`config.mk`:
```
export PLATFORM = sky130hd
export DESIGN_NAME = codec_regs
export DESIGN_NICKNAME = d
export VERILOG_FILES = /design/src/codec_regs.v
export VERILOG_INCLUDE_DIRS = /design/src
export SDC_FILE = /design/constraint.sdc
export NUM_CORES = 1
export LEC_CHECK = 0
export BUFFER_PORTS_ARGS = -buffer_cell sky130_fd_sc_hd__buf_2
export CAP_MARGIN = 20
export CORE_MARGIN = 2
export CORE_UTILIZATION = 58
export DETAILED_ROUTE_END_ITERATION = 16
export PLACE_DENSITY = 0.84
export SYNTH_ARGS = -nofsm -noshare
export SYNTH_HDL_FRONTEND = slang
export SYNTH_SLANG_ARGS = --single-unit
export TNS_END_PERCENT = 20
```
`constraint.sdc`:
```
create_clock -name CLK_I -period 4.45 [get_ports CLK_I]
set_input_delay 0.2225 -clock CLK_I [delete_from_list [all_inputs] [get_ports CLK_I]]
set_output_delay 0.2225 -clock CLK_I [all_outputs]
set_load 0.005 [all_outputs]
```
`src/codec_regs_defines.vh`:
```
// register offsets, field positions, reset values and fixed codes of the codec register bank
`ifndef CODEC_REGS_DEFINES_VH
`define CODEC_REGS_DEFINES_VH

// ==========================================================
// register offsets
`define OFS_GENERAL_PURPOSE   7'h20
`define OFS_POWER_DOWN        7'h26
`define OFS_EXT_CAP_ID        7'h28
`define OFS_EXT_STAT_CTRL     7'h2A
`define OFS_FRONT_DAC_RATE    7'h2C
`define OFS_ADC_RATE          7'h32
`define OFS_SPDIF_CTRL        7'h3A
`define OFS_RATE_MODE         7'h6A

// ==========================================================
// general purpose register fields
`define GP_LOOPBACK_BIT       7

// ==========================================================
// power-down register fields
`define PD_EXT_AMP_BIT        15
`define PD_REQ_HI             14
`define PD_REQ_LO             8

// ==========================================================
// extended capability id fixed codes
`define CAP_COMPLIANCE        2'h1
`define CAP_SLOT_MAP          1'h1
`define CAP_SPDIF             1'h1
`define CAP_VAR_RATE          1'h1

// ==========================================================
// extended status / control fields, and the DAC slot field of the extended capability id
`define ESC_VALIDITY_OVERRIDE_BIT        15
`define ESC_SPSA_HI           5
`define ESC_SPSA_LO           4
`define ESC_SPDIF_BIT         2
`define ESC_VRA_BIT           0
`define DSA_HI                5
`define DSA_LO                4

// ==========================================================
// spdif control fields and encodings, and the rate mode field
`define SPC_FLAG_BIT          15
`define SPC_RATE_HI           13
`define SPC_RATE_LO           12
`define SPDIF_TX_RATE_SEL_44K1             2'h0
`define SPDIF_TX_RATE_SEL_48K              2'h2
`define SPDIF_TX_RATE_SEL_RESET            2'h2
`define RM_DRS_BIT            0

// ==========================================================
// sample rates in hertz
`define RATE_48K              16'hBB80
`define RATE_44K1             16'hAC44
`define RATE_MIN              16'h1B58

// ==========================================================
// slot select and configuration codes
`define SLOT_3_4              2'h0
`define SLOT_7_8              2'h1
`define SLOT_6_9              2'h2
`define SLOT_10_11            2'h3
`define CFG_PRIMARY           2'h0
`define CFG_SECONDARY_3       2'h3

`endif

```
`src/codec_regs.v`:
```
// control and status register bank with power sequencing for an audio codec
//
// Overview of operation
// ready flags are read-only; writes to their positions change nothing.
// a ready flag reads 1 only when its subsection works normally.
// software sets the three lowest request bits one at a time.
// bit 3 powers down mixer and reference only with ADC and DAC down.
// bit 5 acts only when ADC, DAC and link are already down.
// host lets power-up sequences finish before setting bits 5 and 4.
// primary codec bits 5 and 4 govern secondaries; own bit 4 gates bit 5.
// amplifier shutdown bit drives its pin: 0 low enables, 1 high shuts off.
// bit 0 ADC, bit 1 DAC, 0/1/4/5 clocks stop, bit 6 headphone standby.
// variable-rate and S/PDIF support bits read 1, read-only.
// DAC slot field resets 00 and maps DAC pair to link slots.
// compliance level reads 01; slot map by configuration bit reads 1.
// configuration code reports strap: 00 primary, others secondary.
// variable rate off means fixed 48 kHz; on uses rate registers.
// S/PDIF enable sticks only when strap pulled low; else reads 0.
// S/PDIF slot field resets by configuration and channel count.
// config-ok flag always reports whether S/PDIF setup is supported.
// validity flag from error detection, forced high, or forced low.
// rate registers hold 16-bit hertz, 1B58h to BB80h, reset BB80h.
// writing 0 to variable rate returns both rates to 48 kHz.
// loopback bit routes ADC data digitally into the DAC path.
// software reads general-purpose register and masks its writes.
`timescale 1ns/1ps
`default_nettype none
`include "codec_regs_defines.vh"

module codec_regs #(
	parameter CHANNELS = 2
) (
	// clock and reset
	input  wire        CLK_I,
	input  wire        RST_I,
	// register port
	input  wire [6:0]  ADDR_I,
	input  wire [15:0] WDATA_I,
	input  wire        WE_I,
	input  wire        RE_I,
	output reg  [15:0] RDATA_O,
	// straps, sampled while reset is held
	input  wire [1:0]  CFG_STRAP_I,
	input  wire        SPDIF_STRAP_N_I,
	// power-down requests of the primary codec
	input  wire        PRIMARY_REQ4_I,
	input  wire        PRIMARY_REQ5_I,
	// subsection settled levels from the analog side
	input  wire        ADC_SETTLED_I,
	input  wire        DAC_SETTLED_I,
	input  wire        MIX_SETTLED_I,
	input  wire        REF_SETTLED_I,
	// sample error detection
	input  wire        SAMPLE_ERR_I,
	// power controls
	output reg         ADC_PWRDN_O,
	output reg         DAC_PWRDN_O,
	output reg         MIX_PWRDN_O,
	output reg         REF_PWRDN_O,
	output reg         LINK_PWRDN_O,
	output reg         CLK_STOP_O,
	output reg         HP_STANDBY_O,
	output reg         EXT_AMP_SHUTDOWN_O,
	// datapath controls
	output reg         DIGITAL_LOOPBACK_O,
	output reg         VAR_RATE_O,
	output reg  [1:0]  DAC_SLOT_SEL_O,
	output reg  [1:0]  SPDIF_SLOT_SEL_O,
	output reg         SPDIF_EN_O,
	output reg         VALIDITY_O,
	output reg  [15:0] DAC_RATE_O,
	output reg  [15:0] ADC_RATE_O
);

	// ==========================================================
	// state
	reg  [6:0]  req_q;
	reg         ext_amp_q;
	reg         loopback_q;
	reg  [1:0]  cfg_q;
	reg         spdif_ok_q;
	reg  [1:0]  dsa_q;
	reg         vra_q;
	reg         spdif_en_q;
	reg  [1:0]  spsa_q;
	reg         validity_override_q;
	reg         flag_q;
	reg  [1:0]  spdif_tx_rate_sel_q;
	reg         drs_q;
	reg  [15:0] dac_rate_q;
	reg  [15:0] adc_rate_q;
	reg         adc_rdy_q;
	reg         dac_rdy_q;
	reg         mix_rdy_q;
	reg         ref_rdy_q;
	reg         spdif_config_ok_q;

	// ==========================================================
	// write strobes and strap-dependent slot default
	wire        wr_gp   = WE_I && (ADDR_I == `OFS_GENERAL_PURPOSE);
	wire        wr_pd   = WE_I && (ADDR_I == `OFS_POWER_DOWN);
	wire        wr_cap  = WE_I && (ADDR_I == `OFS_EXT_CAP_ID);
	wire        wr_esc  = WE_I && (ADDR_I == `OFS_EXT_STAT_CTRL);
	wire        wr_dacr = WE_I && (ADDR_I == `OFS_FRONT_DAC_RATE);
	wire        wr_adcr = WE_I && (ADDR_I == `OFS_ADC_RATE);
	wire        wr_spc  = WE_I && (ADDR_I == `OFS_SPDIF_CTRL);
	wire        wr_rm   = WE_I && (ADDR_I == `OFS_RATE_MODE);
	reg  [1:0]  spsa_rst;

	// default slot select per configuration and channel count
	always @* begin
		if (CFG_STRAP_I == `CFG_PRIMARY) begin
			if (CHANNELS >= 6)
				spsa_rst = `SLOT_10_11;
			else if (CHANNELS >= 4)
				spsa_rst = `SLOT_6_9;
			else
				spsa_rst = `SLOT_7_8;
		end else if (CFG_STRAP_I == `CFG_SECONDARY_3 || CHANNELS >= 4) begin
			spsa_rst = `SLOT_10_11;
		end else begin
			spsa_rst = `SLOT_6_9;
		end
	end

	// clamp a written rate into the legal span
	function [15:0] clamp_rate;
		input [15:0] r;
		begin
			if (r < `RATE_MIN)
				clamp_rate = `RATE_MIN;
			else if (r > `RATE_48K)
				clamp_rate = `RATE_48K;
			else
				clamp_rate = r;
		end
	endfunction

	// ==========================================================
	// software-written registers; straps caught while reset is held
	always @(posedge CLK_I) begin
		if (RST_I) begin
			req_q      <= 7'h00;
			ext_amp_q  <= 1'b0;
			loopback_q <= 1'b0;
			cfg_q      <= CFG_STRAP_I;
			spdif_ok_q <= ~SPDIF_STRAP_N_I;
			dsa_q      <= `SLOT_3_4;
			vra_q      <= 1'b0;
			spdif_en_q <= 1'b0;
			spsa_q     <= spsa_rst;
			validity_override_q   <= 1'b0;
			flag_q     <= 1'b0;
			spdif_tx_rate_sel_q     <= `SPDIF_TX_RATE_SEL_RESET;
			drs_q      <= 1'b0;
			dac_rate_q <= `RATE_48K;
			adc_rate_q <= `RATE_48K;
		end else begin
			if (wr_gp)
				loopback_q <= WDATA_I[`GP_LOOPBACK_BIT];
			// ready bits in the low nibble are not stored
			if (wr_pd) begin
				ext_amp_q <= WDATA_I[`PD_EXT_AMP_BIT];
				req_q     <= WDATA_I[`PD_REQ_HI:`PD_REQ_LO];
			end
			if (wr_cap)
				dsa_q <= WDATA_I[`DSA_HI:`DSA_LO];
			if (wr_esc) begin
				vra_q      <= WDATA_I[`ESC_VRA_BIT];
				spdif_en_q <= WDATA_I[`ESC_SPDIF_BIT] & spdif_ok_q;
				spsa_q     <= WDATA_I[`ESC_SPSA_HI:`ESC_SPSA_LO];
				validity_override_q   <= WDATA_I[`ESC_VALIDITY_OVERRIDE_BIT];
			end
			if (wr_spc) begin
				flag_q <= WDATA_I[`SPC_FLAG_BIT];
				spdif_tx_rate_sel_q <= WDATA_I[`SPC_RATE_HI:`SPC_RATE_LO];
			end
			if (wr_rm)
				drs_q <= WDATA_I[`RM_DRS_BIT];
			// rates follow writes only in variable-rate mode
			if (wr_esc && !WDATA_I[`ESC_VRA_BIT]) begin
				dac_rate_q <= `RATE_48K;
				adc_rate_q <= `RATE_48K;
			end else begin
				if (wr_dacr && vra_q)
					dac_rate_q <= clamp_rate(WDATA_I);
				if (wr_adcr && vra_q)
					adc_rate_q <= clamp_rate(WDATA_I);
			end
		end
	end

	// ==========================================================
	// effective power state
	wire secondary = (cfg_q != `CFG_PRIMARY);
	wire adc_down  = req_q[0];
	wire dac_down  = req_q[1];
	wire ref_down  = req_q[3] & adc_down & dac_down;
	wire mix_down  = req_q[2] | ref_down;
	// a secondary follows the primary; its own bit 4 only gates its bit 5
	wire link_down = secondary ? PRIMARY_REQ4_I : req_q[4];
	wire req5      = secondary ? (PRIMARY_REQ5_I | (req_q[5] & req_q[4])) : req_q[5];
	wire clk_stop  = req5 & adc_down & dac_down & link_down;
	// converters and mixer stay down until the reference is up; a clock stop leaves mixer and reference alone
	wire ref_up    = ~ref_down & REF_SETTLED_I;

	// power outputs and ready flags
	always @(posedge CLK_I) begin
		if (RST_I) begin
			ADC_PWRDN_O  <= 1'b0;
			DAC_PWRDN_O  <= 1'b0;
			MIX_PWRDN_O  <= 1'b0;
			REF_PWRDN_O  <= 1'b0;
			LINK_PWRDN_O <= 1'b0;
			CLK_STOP_O   <= 1'b0;
			HP_STANDBY_O <= 1'b0;
			adc_rdy_q    <= 1'b0;
			dac_rdy_q    <= 1'b0;
			mix_rdy_q    <= 1'b0;
			ref_rdy_q    <= 1'b0;
		end else begin
			ADC_PWRDN_O  <= adc_down | ~ref_up | clk_stop;
			DAC_PWRDN_O  <= dac_down | ~ref_up | clk_stop;
			MIX_PWRDN_O  <= mix_down | ~ref_up;
			REF_PWRDN_O  <= ref_down;
			LINK_PWRDN_O <= link_down;
			CLK_STOP_O   <= clk_stop;
			HP_STANDBY_O <= req_q[6];
			adc_rdy_q    <= ~adc_down & ref_up & ADC_SETTLED_I;
			dac_rdy_q    <= ~dac_down & ref_up & DAC_SETTLED_I;
			mix_rdy_q    <= ~mix_down & ref_up & MIX_SETTLED_I;
			ref_rdy_q    <= ref_up;
		end
	end

	// ==========================================================
	// spdif configuration check, independent of the enable bit
	wire [15:0] dac_slot_rate = vra_q ? dac_rate_q : `RATE_48K;
	wire        rate_ok = ((spdif_tx_rate_sel_q == `SPDIF_TX_RATE_SEL_48K) && (dac_slot_rate == `RATE_48K)) ||
	                      ((spdif_tx_rate_sel_q == `SPDIF_TX_RATE_SEL_44K1) && (dac_slot_rate == `RATE_44K1));
	wire        slot_ok = (spsa_q != dsa_q) ||
	                      (secondary && (cfg_q != `CFG_SECONDARY_3));

	// datapath outputs and validity selection
	always @(posedge CLK_I) begin
		if (RST_I) begin
			spdif_config_ok_q             <= 1'b0;
			EXT_AMP_SHUTDOWN_O <= 1'b0;
			DIGITAL_LOOPBACK_O <= 1'b0;
			VAR_RATE_O         <= 1'b0;
			DAC_SLOT_SEL_O     <= `SLOT_3_4;
			SPDIF_SLOT_SEL_O   <= `SLOT_3_4;
			SPDIF_EN_O         <= 1'b0;
			VALIDITY_O         <= 1'b0;
			DAC_RATE_O         <= `RATE_48K;
			ADC_RATE_O         <= `RATE_48K;
		end else begin
			spdif_config_ok_q             <= rate_ok & slot_ok & ~drs_q;
			EXT_AMP_SHUTDOWN_O <= ext_amp_q;
			DIGITAL_LOOPBACK_O <= loopback_q;
			VAR_RATE_O         <= vra_q;
			DAC_SLOT_SEL_O     <= dsa_q;
			SPDIF_SLOT_SEL_O   <= spsa_q;
			SPDIF_EN_O         <= spdif_en_q;
			VALIDITY_O         <= flag_q | (~validity_override_q & SAMPLE_ERR_I);
			DAC_RATE_O         <= vra_q ? dac_rate_q : `RATE_48K;
			ADC_RATE_O         <= vra_q ? adc_rate_q : `RATE_48K;
		end
	end

	// ==========================================================
	// read mux, data one cycle after the strobe
	reg [15:0] rd_d;

	always @* begin
		case (ADDR_I)
			`OFS_GENERAL_PURPOSE:
				rd_d = {8'h00, loopback_q, 7'h00};
			`OFS_POWER_DOWN:
				rd_d = {ext_amp_q, req_q, 4'h0,
				        ref_rdy_q, mix_rdy_q, dac_rdy_q, adc_rdy_q};
			`OFS_EXT_CAP_ID:
				rd_d = {cfg_q, 2'h0, `CAP_COMPLIANCE, `CAP_SLOT_MAP, 3'h0,
				        dsa_q, 1'b0, `CAP_SPDIF, 1'b0, `CAP_VAR_RATE};
			`OFS_EXT_STAT_CTRL:
				rd_d = {validity_override_q, 4'h0, spdif_config_ok_q, 4'h0, spsa_q,
				        1'b0, spdif_en_q, 1'b0, vra_q};
			`OFS_FRONT_DAC_RATE:
				rd_d = dac_rate_q;
			`OFS_ADC_RATE:
				rd_d = adc_rate_q;
			`OFS_SPDIF_CTRL:
				rd_d = {flag_q, 1'b0, spdif_tx_rate_sel_q, 12'h000};
			`OFS_RATE_MODE:
				rd_d = {15'h0000, drs_q};
			default:
				rd_d = 16'h0000;
		endcase
	end

	// read data register, zero outside read cycles
	always @(posedge CLK_I) begin
		if (RST_I)
			RDATA_O <= 16'h0000;
		else if (RE_I)
			RDATA_O <= rd_d;
		else
			RDATA_O <= 16'h0000;
	end

endmodule
`default_nettype wire

```
# Yosys cells after proc, flatten, opt, wreduce, memory -nomap -nowiden
# Cells that the tools add are included.
dict set report word_totals {
  reg_bits 124
  input_bits 37
  word_cells 122
}
dict set report classes {
  n_lt_le_gt_ge 2
  eq_ne 14
  muxes 10
  bitwise_logic 35
  n_reduce_logical 24
}
# cell n
set op_table {}
lappend op_table {{16-bit one-hot mux with 8 select lines} 1}
lappend op_table {{7-bit by 6-bit == test with 1-bit output, second input constant} 7}
lappend op_table {{16-bit two-way mux} 3}
lappend op_table {{16-bit == test, second input constant} 2}
lappend op_table {{1-bit bitwise AND} 17}
lappend op_table {{16-bit > comparator, second input constant} 1}
lappend op_table {{16-bit by 13-bit < comparator with 1-bit output, second input constant} 1}
lappend op_table {{1-bit logical AND} 14}
lappend op_table {{1-bit inverter} 10}
lappend op_table {{1-bit OR} 8}
lappend op_table {{7-bit == test, second input constant} 1}
lappend op_table {{2-bit two-way mux} 3}
lappend op_table {{2-bit OR reduction} 3}
lappend op_table {{2-bit == test, second input constant} 2}
lappend op_table {{2-bit zero test} 2}
lappend op_table {{2-bit nonzero test} 2}
lappend op_table {{1-bit two-way mux} 3}
lappend op_table {{1-bit logical OR} 2}
lappend op_table {{2-bit != test} 1}
lappend op_table {{2-bit != test, second input constant} 1}
lappend op_table {{1-bit zero test} 1}

# Depth between registers and ports, before layout
dict set report logic_depth {
  depth_word 7
  depth_mapped 8
  ltp_nobuf 6
}

# Least setup slack after synthesis
# No wires, ideal clock.
dict set report synth_path {
  path_kind {input to register}
  from {input port ADDR_I[6]}
  to {register adc_rate_q[10]}
  setup_time_ns 0.117
  t_arrival_ns 1.631
  required_ns 4.333
  slack_ns 2.701
  path_stages 7
  n_path_buf 2
  path_cell_list {buf_6 -> or4b_4 -> nor4_4 -> a21oi_2 -> buf_6 -> nand3_2 -> o21ai_2}
}
dict set report synth_via {
  elab_chain_cells 4
  elab_cells_between_ends 7
  classes_between {eq/ne (2); reduce/logical (5)}
}
# item line_no
set synth_lines {}
lappend synth_lines {{start: declaration} codec_regs.v:37} ;# input wire [6:0] ADDR_I,
lappend synth_lines {{7-bit by 6-bit == test with 1-bit output} --}
lappend synth_lines {{1-bit logical AND} codec_regs.v:103} ;# wire wr_esc = WE_I && (ADDR_I == `OFS_EXT_STAT_CTRL);
lappend synth_lines {{1-bit logical AND} codec_regs.v:181} ;# if (wr_esc && !WDATA_I[`ESC_VRA_BIT]) begin
lappend synth_lines {{2-bit OR reduction (no line)} --}
lappend synth_lines {{end signal: assignment} codec_regs.v:157} ;# adc_rate_q <= `RATE_48K;
lappend synth_lines {{end signal: assignment} codec_regs.v:183} ;# adc_rate_q <= `RATE_48K;
lappend synth_lines {{end signal: assignment} codec_regs.v:188} ;# adc_rate_q <= clamp_rate(WDATA_I);
lappend synth_lines {{end: declaration} codec_regs.v:91} ;# reg [15:0] adc_rate_q;
# Several ways; a longest one is shown, not always the timed one.
# A chain may end at the register's enable or synchronous reset.

# Worst setup path in the final report
dict set report layout_path {
  from {input port WDATA_I[1]}
  to {register dac_rate_q[0]}
}
dict set report layout_via {
  elab_chain_cells 3
  elab_cells_between_ends 4
  classes_between {order compare (2); mux (2)}
}
# item line_no
set layout_lines {}
lappend layout_lines {{start: declaration} codec_regs.v:38} ;# input wire [15:0] WDATA_I,
lappend layout_lines {{16-bit > comparator (no line)} --}
lappend layout_lines {{16-bit two-way mux} codec_regs.v:132} ;# else if (r > `RATE_48K)
lappend layout_lines {{16-bit two-way mux (*)} codec_regs.v:130} ;# if (r < `RATE_MIN)
lappend layout_lines {{end signal: assignment} codec_regs.v:156} ;# dac_rate_q <= `RATE_48K;
lappend layout_lines {{end signal: assignment} codec_regs.v:182} ;# dac_rate_q <= `RATE_48K;
lappend layout_lines {{end signal: assignment} codec_regs.v:186} ;# dac_rate_q <= clamp_rate(WDATA_I);
lappend layout_lines {{end: declaration} codec_regs.v:90} ;# reg [15:0] dac_rate_q;
# Mark *: on every way between the ends. The rest lies on a longest branch, timed or not.

==> results.yml <==
drt:
  wire_per_inst_microns: 19.2
  vias: 4435
  drtIter0Drc: 476
  drt-pass1-iter-count: 7
  drtAntennaViolNets: 0
  wirelength_microns: 13900
  drcViolationCount: 0
  vias_per_cell: 6.12
clock_network:
  h-tree-depth: 4
  clock-sinks: 124
  cts_resized: 0
  cts_tree: "done"
  clkTransAtPathRegs_ns: 0.06
  cts_root_buf: "clkbuf_8"
  post_cts_buffers: 0
  cts_buffers: 17
  cts_buffer_depth: 2
  clk_latency_ns: 0.53
yosys:
  syn_nets: 543
  synth_fa_ha_area_share_pct: 0.516
  synth_top_family_by_area: "simple AND/OR/NAND/NOR gates"
  synthTopCellsByArea: "dfxtp_1 (49%), a21oi_1 (3.8%), edfxtp_1 (3.1%)"
  yosysUniqueCellTypes: 56
  syn_avg_cell_area_sq_um: 9.62
  ys_seq_area_share_pct: 52.2
  synth_warnings: 0
  ys_seq_elements: 124
  ys.flop_type: "dfxtp_1"
  netlist_area_sq_um: 4850
  yosysTopAreaCellShare_pct: 49.1
  synthCells: 504
  yosys.area_share.simple_pct: 24.3
  synth.mux.area_fraction_pct: 4.26
  ys_async_sr_fraction_pct: 0
  synth_compound_area_share_pct: 13.8
  synth_xor_area_share_pct: 0.361
  synth_edf_count: 5
  yosys.area.top_type: "dfxtp_1"
outcome:
  status: "finished, final reports clean"
floorplanning:
  die_w_microns: 95.5
  die_area_sq_um: 9110
  coreArea_sq_um: 8180
  pin_count: 101
  start_util_pct: 59.3
  row_count: 33
  dieHeight_microns: 95.5
power:
  seq_power_share_pct: 43.9
  intPower_uw: 2000
  p_sw_share_pct: 22.7
  switchingPower_uw: 586
  clockPowerShare_pct: 51.1
  powerDensity_nw_per_um2: 428
  peakVddDrop_uv: 307
  p_comb_share_pct: 5.0
  p_leak_uw: 0.00252
  p_total_uw: 2580
setup_path:
  cp.arrival_ns: 2.68
  timing.rr.start: "vra_q$_SDFFE_PP0P_"
  startpoint: "WDATA_I[1]"
  r2r_slack_ns: 2.56
  rr_worst_depth: 3
  crit_type: "input pin to flip-flop"
  required_ns: 4.87
  r2r-end: "adc_rate_q[11]$_SDFFE_PP1P_"
  cp-end-kind: "flip-flop"
  crit_fanout: 10
  start_kind: "input pin"
  critical_path.endpoint: "dac_rate_q[0]$_SDFFE_PP0P_"
timing:
  relSlewSlack_pct: 37.3
  whs_ns: 0.0252
  hold_viol: 0
  fin_setup_tns_ns: 0
  setup_viol: 0
  period_share_pct: 50.8
  tightestPinTransition_ns: 0.932
  report.final.slew_viol_count: 0
  period_needed_ns: 2.26
  skew_ns: 0.00549
  max_freq_mhz: 442
  rsz0062_at_grt: "no"
worst_hold_path:
  holdCritStartpoint: "WDATA_I[14]"
  hp-class: "input pin to flip-flop"
global_route:
  grt_start_max_net_pins: 37
  first_global_vias: 4081
  antenna_found_initial: 0
  grt_pass1_wl_microns: 21400
  grt_overflow: 0
  grtUsageTotal_pct: 31.7
finish:
  most-common-layout-cells: "dfxtp_1 (119), buf_2 (100), nor2_1 (37), a21oi_1 (37), nand2_1 (33)"
  seqCellArea_sq_um: 2530
  layout-drive-gt1-share_pct: 26.9
  fin_area_sq_um: 6040
  finalNonFillerCells: 725
  n_antenna_cell: 0
  fin_nets: 647
  multi_input_area_sq_um: 2100
  n_fill_cell: 585
  area_delta_synth_final_pct: 24.5
  layout_commonest_cell: "dfxtp_1"
place:
  globalplace.congestion: 1.00
  dp_cells: 682
  hpwlAfterDp_microns: 9130
  io_buffer_count: 100
  dpl_cell_area_sq_um: 5350
run:
  maxCapViolCount: 0
-- repair_timing --
| item | 4_1_cts | 5_1_grt |
|---|---|---|
| hold endpoints to repair | 12 | 1 |
| endpoints found under the setup margin | 0 | 0 |
| hold buffers | 10 | 1 |
-- layer usage --
layer	GRT usage, %	wire length (microns)
met4	13.5	452
met3	7.75	1610
met1	40.6	5310
met5	0	0
met2	51.1	6580
-- Yosys cell counts (all sizes together), types with 3 or more instances --
master / number
mux2: 5
dfxtp: 119
o41ai: 3
and2: 20
o21ai: 29
buf: 19
edfxtp: 5
mux2i: 15
nor2: 38
nand2: 34
inv: 15
nor3: 9
nor4: 13
nor4b: 3
nor2b: 16
a32oi: 3
a22oi: 14
clkbuf: 12
nor3b: 4
nand2b: 18
o22ai: 3
and3: 7
nand3: 33
a21oi: 38
-- worst min path at each step --
stage	cells past startpoint	to
final	3	req_q[6]$_SDFFE_PP0P_
after detailed placement	1	cfg_q[1]$_DFFE_PP_
after global placement	1	cfg_q[0]$_DFFE_PP_
after CTS	3	adc_rate_q[2]$_SDFFE_PP0P_
after global routing	3	adc_rate_q[5]$_SDFFE_PP0P_
after floorplan	1	ADC_PWRDN_O$_SDFF_PP0_
-- power groups by stage --
stage	combinational (uW)	sequential, uW	clock (uW)
floorplan	68.9	1160	0
global placement	112	1160	0
detailed placement	115	1160	0
CTS	123	1130	1320
global route	137	1140	1370
finish	129	1130	1320
-- flip-flops by register name, summed over array words and instances (netlist names), 2 cells and up --
register / cells
ADC_RATE_O: 16
DAC_RATE_O: 16
RDATA_O: 16
adc_rate_q: 16
dac_rate_q: 16
req_q: 7
DAC_SLOT_SEL_O: 2
SPDIF_SLOT_SEL_O: 2
cfg_q: 2
dsa_q: 2
spdif_tx_rate_sel_q: 2
spsa_q: 2
-- logic make-up (layout without fill, tap and decap cells) --
group	count (synthesis)	count (layout)
compound gates	104	104
xor+xnor	2	2
fa+ha+maj	2	2
buf+inv	46	162
flops	124	124
mux	20	20
simple gates	206	206
-- final cells by class --
class	instances	share of cell area [%]
clock buffers	21	7.44
clock inverters	10	1.93
inverters	15	0.932
multi-input cells	334	34.8
flip-flops and latches	124	41.9
well taps	105	2.17
repair buffers	116	10.9
-- through the flow --
stage | util [%] | worst slack, ns
floorplan | - | 2.70
global placement | 65.4 | 2.06
detailed placement | 65.4 | 1.93
CTS | 73.6 | 2.30
global route | 73.9 | 2.15
finish | 73.9 | 2.19
-- critical path, stage by stage --
cell and delay (ns):
dlygate4sd3_1 0.53, buf_2 0.14, nor4_1 0.48, a41oi_2 0.38, or2_0 0.53, o41ai_1 0.40
Note: power is estimated with default switching activity, not from simulation.
